[config.mk]
export PLATFORM = sky130hd
export DESIGN_NAME = xbi_ext_bus
export DESIGN_NICKNAME = d
export VERILOG_FILES = /design/src/xbi_pkg.sv /design/src/xbi_ext_bus.sv
export SDC_FILE = /design/constraint.sdc
export NUM_CORES = 1
export LEC_CHECK = 0
export BUFFER_PORTS_ARGS = -buffer_cell sky130_fd_sc_hd__clkbuf_2
export CAP_MARGIN = 20
export CORE_UTILIZATION = 56
export CTS_BUF_LIST = sky130_fd_sc_hd__clkbuf_4
export DETAILED_ROUTE_END_ITERATION = 10
export GPL_TIMING_DRIVEN = 0
export PLACE_DENSITY = 0.9
export SETUP_SLACK_MARGIN = 0.02
export SKIP_CTS_REPAIR_TIMING = 1
export SLEW_MARGIN = 20
export SYNTH_ARGS = -nofsm -noshare
export SYNTH_HDL_FRONTEND = slang
export SYNTH_SLANG_ARGS = --single-unit
[constraint.sdc]
create_clock -name core_clk -period 2.36 [get_ports core_clk]
set_input_delay 0.472 -clock core_clk [delete_from_list [all_inputs] [get_ports core_clk]]
set_output_delay 0.472 -clock core_clk [all_outputs]
set_load 0.01 [all_outputs]
[src/xbi_pkg.sv]
// shared constants and carrier types for the external memory bus interface
package xbi_pkg;

    ////////////////////////////////////////////////////////////////////////////
    // machine cycle timing, one oscillator period per core_clk
    localparam int unsigned MC_LEN      = 12;   // oscillator periods per machine cycle
    localparam logic [3:0]  PH_FIRST    = 4'h0; // first phase, address goes out
    localparam logic [3:0]  PH_ALE_A    = 4'h0; // first latch strobe pulse start
    localparam logic [3:0]  PH_ALE_B    = 4'h6; // second latch strobe pulse start
    localparam logic [3:0]  ALE_WIDTH   = 4'h2; // latch strobe pulse width
    localparam logic [3:0]  PH_ADDR_END = 4'h2; // last phase with address on low port
    localparam logic [3:0]  PH_STB_ON   = 4'h3; // read strobes fall
    localparam logic [3:0]  PH_WR_ON    = 4'h4; // write strobe falls
    localparam logic [3:0]  PH_STB_OFF  = 4'hA; // last phase with strobes low
    localparam logic [3:0]  PH_LAST     = 4'hB; // final phase of a machine cycle

    // reset pin must stay high this long before it takes effect
    localparam int unsigned RESET_MC    = 2;
    localparam logic [4:0]  RESET_CLKS  = 5'(RESET_MC * MC_LEN);

    // on-chip code region and address space
    localparam int unsigned ADDR_W      = 16;   // 64K program and 64K data spaces
    localparam logic [15:0] ONCHIP_TOP  = 16'h2000; // 8K bytes of on-chip code

    ////////////////////////////////////////////////////////////////////////////
    // request kinds from the core
    typedef enum logic [1:0] {
        KIND_FETCH,   // instruction fetch
        KIND_CREAD,   // code_table_read_instr access
        KIND_XREAD,   // external data read
        KIND_XWRITE   // external data write
    } xbi_kind_t;

    // operation held for one machine cycle
    typedef enum logic [2:0] {
        OP_IDLE,
        OP_INTERNAL,
        OP_FETCH,
        OP_CREAD,
        OP_XREAD,
        OP_XWRITE
    } xbi_op_t;

    // request from the core
    typedef struct packed {
        xbi_kind_t        kind;
        logic [15:0]      addr;
        logic [7:0]       wdata;
    } xbi_req_t;

    // answer to the core
    typedef struct packed {
        logic             valid;    // one-cycle pulse
        logic             internal; // core must use on-chip code memory
        logic [7:0]       rdata;    // byte read from the bus
    } xbi_rsp_t;

    // pin drive, strobes active low
    typedef struct packed {
        logic             ale;
        logic             program_store_strobe_n;
        logic             rd_n;
        logic             wr_n;
        logic [7:0]       p0_out;
        logic             p0_oe;
        logic [7:0]       p2_out;
        logic             p2_oe;
    } xbi_pins_t;

    localparam xbi_pins_t PINS_IDLE = '{
        ale: 1'b0, program_store_strobe_n: 1'b1, rd_n: 1'b1, wr_n: 1'b1,
        p0_out: 8'h00, p0_oe: 1'b0, p2_out: 8'h00, p2_oe: 1'b0};

endpackage : xbi_pkg

[src/xbi_ext_bus.sv]
// external program and data memory bus engine of the microcontroller
// Contract
// - select low: every fetch goes external
// - internal code region: nothing on bus
// - program strobe for fetch and table reads
// - no program strobe for internal code
// - latch strobe separates low address, data
// - low port multiplexes address then data
// - upper address byte on second port
// - write strobe pulses for data writes
// - read strobe pulses for data reads
// - separate 64K program and data spaces
// - reset pin high two cycles resets
// - off bit suppresses latch strobe toggling
// - latch strobe returns for external accesses
module xbi_ext_bus (
    // clock and reset
    input  wire logic                core_clk,
    input  wire logic                rst_n,
    // device pins, inputs
    input  wire logic                reset_pin,
    input  wire logic                external_access_select,
    input  wire logic [7:0]          p0_in,
    // core side control
    input  wire logic                latch_strobe_off_bit,
    input  wire logic                req_valid,
    input  xbi_pkg::xbi_req_t        req,
    output logic                     req_ready,
    output xbi_pkg::xbi_rsp_t        rsp,
    output logic                     in_reset,
    // device pins, outputs
    output xbi_pkg::xbi_pins_t       pins
);
    timeunit 1ns;
    timeprecision 1ps;
    import xbi_pkg::*;

    ////////////////////////////////////////////////////////////////////////////
    // pin input synchronisers
    logic       ea_s1_r;        // first stage, read only by second
    logic       ea_s2_r;        // synchronised access select
    logic       rpin_s1_r;      // first stage of reset pin
    logic       rpin_s2_r;      // synchronised reset pin
    logic [7:0] p0_s1_r;        // first stage of low port
    logic [7:0] p0_s2_r;        // synchronised low port

    // two flops on every pin before any logic looks at it
    always_ff @(posedge core_clk or negedge rst_n) begin
        if (!rst_n) begin
            ea_s1_r   <= 1'b0;
            ea_s2_r   <= 1'b0;
            rpin_s1_r <= 1'b0;
            rpin_s2_r <= 1'b0;
            p0_s1_r   <= 8'h00;
            p0_s2_r   <= 8'h00;
        end else begin
            ea_s1_r   <= external_access_select;
            ea_s2_r   <= ea_s1_r;
            rpin_s1_r <= reset_pin;
            rpin_s2_r <= rpin_s1_r;
            p0_s1_r   <= p0_in;
            p0_s2_r   <= p0_s1_r;
        end
    end

    ////////////////////////////////////////////////////////////////////////////
    // sequencing state: phase, held operation, reset filter
    logic [3:0]  phase_r;       // position inside the machine cycle
    logic [3:0]  phase_nxt;
    xbi_op_t     op_r;          // operation of the current machine cycle
    xbi_op_t     op_nxt;
    logic [15:0] addr_r;        // address of the current operation
    logic [15:0] addr_nxt;
    logic [7:0]  wdata_r;       // byte to write
    logic [7:0]  wdata_nxt;
    logic [4:0]  rst_cnt_r;     // clocks the reset pin has been high
    logic [4:0]  rst_cnt_nxt;
    logic        hold_r;        // device held in reset by the pin
    logic        hold_nxt;
    logic        ready_r;       // request slot open this cycle
    logic        ready_nxt;
    logic        accept;        // request taken at end of machine cycle
    logic        code_kind;     // request addresses program space

    // classify, accept and step the machine cycle
    always_comb begin
        phase_nxt   = phase_r;
        op_nxt      = op_r;
        addr_nxt    = addr_r;
        wdata_nxt   = wdata_r;
        rst_cnt_nxt = rst_cnt_r;
        hold_nxt    = hold_r;
        accept      = req_valid && ready_r && (phase_r == PH_LAST);
        code_kind   = (req.kind == KIND_FETCH) || (req.kind == KIND_CREAD);

        // short pulses on the pin are filtered out
        if (!rpin_s2_r) begin
            rst_cnt_nxt = 5'h00;
            hold_nxt    = 1'b0;
        end else if (rst_cnt_r != RESET_CLKS) begin
            rst_cnt_nxt = rst_cnt_r + 5'h01;
        end else begin
            hold_nxt    = 1'b1;
        end

        if (hold_nxt) begin
            // reset state ends any bus activity at once
            phase_nxt = PH_FIRST;
            op_nxt    = OP_IDLE;
        end else if (phase_r == PH_LAST) begin
            phase_nxt = PH_FIRST;
            op_nxt    = OP_IDLE;
            if (accept) begin
                addr_nxt  = req.addr;
                wdata_nxt = req.wdata;
                if (code_kind && ea_s2_r && (req.addr < ONCHIP_TOP)) begin
                    // on-chip code, bus stays quiet
                    op_nxt = OP_INTERNAL;
                end else begin
                    // program and data spaces kept apart by kind
                    case (req.kind)
                        KIND_FETCH:  op_nxt = OP_FETCH;
                        KIND_CREAD:  op_nxt = OP_CREAD;
                        KIND_XREAD:  op_nxt = OP_XREAD;
                        KIND_XWRITE: op_nxt = OP_XWRITE;
                        default:     op_nxt = OP_IDLE;
                    endcase
                end
            end
        end else begin
            phase_nxt = phase_r + 4'h1;
        end

        // slot opens in the last phase only
        ready_nxt = !hold_nxt && (phase_nxt == PH_LAST);
    end

    // register the sequencing state
    always_ff @(posedge core_clk or negedge rst_n) begin
        if (!rst_n) begin
            phase_r   <= PH_FIRST;
            op_r      <= OP_IDLE;
            addr_r    <= 16'h0000;
            wdata_r   <= 8'h00;
            rst_cnt_r <= 5'h00;
            hold_r    <= 1'b0;
            ready_r   <= 1'b0;
        end else begin
            phase_r   <= phase_nxt;
            op_r      <= op_nxt;
            addr_r    <= addr_nxt;
            wdata_r   <= wdata_nxt;
            rst_cnt_r <= rst_cnt_nxt;
            hold_r    <= hold_nxt;
            ready_r   <= ready_nxt;
        end
    end

    ////////////////////////////////////////////////////////////////////////////
    // pin drive, computed from the next phase so pins line up with phase_r
    xbi_pins_t pins_r;          // registered pin drive
    xbi_pins_t pins_nxt;
    logic      ext_op;          // next cycle uses the external bus
    logic      code_op;         // next cycle reads program space
    logic      in_ale_a;        // next phase inside first latch pulse
    logic      in_ale_b;        // next phase inside second latch pulse
    logic      in_strobe;       // next phase inside read strobe window
    logic      in_wr;           // next phase inside write strobe window

    always_comb begin
        pins_nxt  = PINS_IDLE;
        ext_op    = (op_nxt == OP_FETCH) || (op_nxt == OP_CREAD) ||
                    (op_nxt == OP_XREAD) || (op_nxt == OP_XWRITE);
        code_op   = (op_nxt == OP_FETCH) || (op_nxt == OP_CREAD);
        in_ale_a  = (phase_nxt >= PH_ALE_A) && (phase_nxt < PH_ALE_A + ALE_WIDTH);
        in_ale_b  = (phase_nxt >= PH_ALE_B) && (phase_nxt < PH_ALE_B + ALE_WIDTH);
        in_strobe = (phase_nxt >= PH_STB_ON) && (phase_nxt <= PH_STB_OFF);
        in_wr     = (phase_nxt >= PH_WR_ON) && (phase_nxt <= PH_STB_OFF);

        if (hold_nxt) begin
            // everything released while the pin holds reset
            pins_nxt = PINS_IDLE;
        end else if (ext_op) begin
            // latch strobe returns even with the off bit set; second pulse
            // withheld, it would catch the data phase in the latch
            // next address, so phase 0 of a freshly taken op already
            // shows the new address and not the previous one
            pins_nxt.ale    = in_ale_a;
            pins_nxt.p2_out = addr_nxt[15:8];
            pins_nxt.p2_oe  = 1'b1;
            if (phase_nxt <= PH_ADDR_END) begin
                pins_nxt.p0_out = addr_nxt[7:0];
                pins_nxt.p0_oe  = 1'b1;
            end else if (op_nxt == OP_XWRITE) begin
                pins_nxt.p0_out = wdata_nxt;
                pins_nxt.p0_oe  = 1'b1;
            end
            pins_nxt.program_store_strobe_n = !(code_op && in_strobe);
            pins_nxt.rd_n   = !((op_nxt == OP_XREAD) && in_strobe);
            pins_nxt.wr_n   = !((op_nxt == OP_XWRITE) && in_wr);
        end else begin
            // idle or on-chip cycle: no program strobe, bus quiet
            pins_nxt.program_store_strobe_n = 1'b1;
            pins_nxt.ale    = !latch_strobe_off_bit &&
                              (in_ale_a || in_ale_b);
        end
    end

    // register the pins, so every pin comes from a flop
    always_ff @(posedge core_clk or negedge rst_n) begin
        if (!rst_n) begin
            pins_r <= PINS_IDLE;
        end else begin
            pins_r <= pins_nxt;
        end
    end

    ////////////////////////////////////////////////////////////////////////////
    // answer to the core at the end of each busy machine cycle
    xbi_rsp_t rsp_r;            // registered answer
    xbi_rsp_t rsp_nxt;
    logic     done;             // last phase of an accepted operation

    // low port is sampled in the last phase; the synchroniser shows the
    // pin two phases earlier, still inside the strobe window
    always_comb begin
        rsp_nxt  = '0;
        done     = (phase_r == PH_LAST) && (op_r != OP_IDLE) && !hold_nxt;
        if (done) begin
            rsp_nxt.valid    = 1'b1;
            rsp_nxt.internal = (op_r == OP_INTERNAL);
            if ((op_r == OP_FETCH) || (op_r == OP_CREAD) ||
                (op_r == OP_XREAD)) begin
                rsp_nxt.rdata = p0_s2_r;
            end
        end
    end

    // register the answer
    always_ff @(posedge core_clk or negedge rst_n) begin
        if (!rst_n) begin
            rsp_r <= '0;
        end else begin
            rsp_r <= rsp_nxt;
        end
    end

    ////////////////////////////////////////////////////////////////////////////
    // outputs straight from flops
    assign req_ready = ready_r;
    assign rsp       = rsp_r;
    assign in_reset  = hold_r;
    assign pins      = pins_r;

endmodule // xbi_ext_bus

==> results.ini <==
[timing]
layout_min_cycle_time_ns = 2.28
rsz0062_at_grt = no
max-slew-margin-rel_pct = 47.1
whs_ns = 0.0737
report.final.setup_viol = 0
hold_viol_final = 0
max_freq_mhz = 438
finalCritPeriodShare_pct = 96.8
timing.final.ws_setup_ns = 0.0765
maxSlewViolCount = 0
fin_worst_skew_ns = 0.0130
tightest_slew_ns = 0.794

[synthesis]
ys_warn_count = 0
synthSimpleGateAreaFrac_pct = 11.9
synth.distinct_cells = 45
yosysTopAreaCellShare_pct = 60.5
yosys_most_used_dff = dfrtp_1
syn-cell-area_um2 = 3600
synth_compound_area_share_pct = 8.59
syn_avg_cell_area_um2 = 13.5
netlist_top_cells_area = dfrtp_1 (61%), mux2_2 (5.3%), mux2i_1 (4.5%), o32ai_2 (3.6%), and2_1 (2.3%)
synthArstFlopShare_pct = 100
seq_area_frac_synth_pct = 62.7
syn_inst = 267
synth-seq-cells = 90
synthAdderAreaFrac_pct = 1.04
synth_top_family_by_area = simple AND/OR/NAND/NOR gates
yosysTopAreaCell = dfrtp_1
syn-num-nets = 310
synth_xor_xnor_area_share_pct = 1.70
synth_edf_count = 0
muxShareOfSynthArea_pct = 9.77

[detailed_routing]
drt-initial-drc-count = 142
postRouteAntennaNets = 0
drc = 0
first_pass_iters = 4
routedWlPerCell_um = 14.8
num_vias = 2228
wl_mm = 6.40
vias_per_cell = 5.16

[worst_setup_path]
cp_num_buf_inv = 4
worstSetupPathType = flip-flop to flip-flop
crit_family = buffers and inverters
slowest_delay_ns = 0.44
cp_cell_sequence = ha_1 -> buf_2 -> and3b_1 -> buf_4 -> and2_4 -> nand2b_1 -> clkbuf_4 -> buf_8 -> mux2i_1 -> o32ai_2
crit_path_start_kind = flip-flop
required_ns = 2.65
critical_path_peak_fanout = 10
end_kind = flip-flop
reg2reg_setup_slack_ns = 0.08
arrival_ns = 2.57
slowest_stage = dfrtp_1

[layout]
antenna_cells_inserted = 0
final_cells = 432
area_delta_synth_final_pct = 18.9
mostFrequentLayoutCells = dfrtp_1 (87), clkbuf_2 (73), nand2_1 (21), mux2_2 (17), inv_1 (14)
drive_above_1_share_pct = 40.1
mostFrequentLayoutCell = dfrtp_1
post-route-util_pct = 70.6
final_nets = 395

[floorplanning]
initial_core_util_pct = 59.4
die_y_um = 82.1
die_w_um = 82.1
die-area_um2 = 6750
fp-row-count = 28
io_pins = 74
core_area_um2 = 6060

[global_routing]
grt_usage_pct = 21.0
grt_max_degree = 91
grt_pass1_vias = 2165
overflow = 0
grt_pass1_wl_mm = 10.2
antenna_found_initial = 0

[place]
place_inst = 415
gp_congestion = 0.850
io_buffer_count = 73
dp_hpwl_mm = 4.50
dp_worst_setup_slack_ns = 0.0773

[cts]
clockBufferDepth = 2
cts_tree = done
clk_pin_slew_ns = 0.13
root_buffer = clkbuf_4
cts_sinks = 90
htreeDepth = 3
numCtsBuffers = 9
worstSkewPairLatency_ns = 0.42

[hold_path]
worstHoldPathType = primary input to async pin

[power_and_ir_drop]
vdd_drop_max_mv = 0.458
fin_total_pwr_w = 0.00292
p_per_area_nw_per_um2 = 684
p_leak_nw = 2.17

[outcome]
status = completed

[flow_run]
maxCapViolCount = 0

synthesized netlist by cell type (2+ instances only):
cell      number
buf_6          5
and2_1        13
a21boi_0       2
dfrtp_1       87
inv_1         14
nand4b_1       4
ha_1           3
nand2b_1       3
dfstp_2        3
a211o_1        2
nor3_1         2
nor2b_1        6
xnor2_1        6
nand2_1       21
nor2_1         9
and2_4         2
nor4_1         2
mux2_2        17
o32ai_2        8
mux2i_1       16
a21oi_1       12
nand3_1        4
buf_2          3
buf_4          2
per-stage QoR:
step / TNS (ns) / area (um^2)
global route: 0 / 4280
global placement: -8.71 / 4060
CTS: 0 / 4240
floorplan: 0 / 3600
finish: 0 / 4280
detailed placement: 0 / 4070
path summary, 6_finish.rpt:
| kind | start | end | cells after the start |
|---|---|---|---|
| worst max-delay path | phase_r[0]$_DFF_PN0_ | pins[11]$_DFF_PN0_ | 10 |
| max in group asynchronous | rst_n | rsp[7]$_DFF_PN0_ | 1 |
| worst max register to register | phase_r[0]$_DFF_PN0_ | pins[11]$_DFF_PN0_ | 10 |
| worst min register to register | p0_s1_r[2]$_DFF_PN0_ | p0_s2_r[2]$_DFF_PN0_ | 0 |
| worst min-delay path | rst_n | phase_r[0]$_DFF_PN0_ | 1 |
| min in group core_clk | reset_pin | rpin_s1_r$_DFF_PN0_ | 1 |
registers in the layout, indices dropped and copies added (netlist names):
register   cells
rpin_s1_r      1
req_ready      1
ea_s1_r        1
addr_r        16
rst_cnt_r      5
rsp           10
op_r           3
phase_r        4
in_reset       1
wdata_r        8
p0_s2_r        8
rpin_s2_r      1
p0_s1_r        8
pins          22
ea_s2_r        1
layer usage:
metal  vias up  track usage (%)  wire [um]
met1      1095             28.2       2830
met3         8             3.30        228
met2        49             32.9       3230
met5         -                0          0
li1       1076                -          -
met4         0             11.4        105
cell type report:
cell class	count	area [um^2]
Sequential cell	90	2260
Clock inverter	7	108
Tap cell	75	93.8
Inverter	15	58.8
Multi-Input combinational cell	150	1210
Fill cell	414	1780
Timing Repair Buffer	74	382
Clock buffer	9	67.6
Buffer	12	101
report_power, final:
part	switching, W	internal (W)	leakage, nW
registers	0.0000390	0.00163	1.12
clock network	0.000478	0.000526	0.0948
logic	0.000134	0.000117	0.953
total	0.000651	0.00227	2.17
cell families after synthesis:
kind of cell               Yosys count
buffers and inverters               27
and+or+nand+nor                     74
DFF                                 90
muxes                               33
AOI/OAI and AO/OA                   33
adders and majority gates            3
xor gates and xnor gates             7
Power figures use the tool's default switching activity.
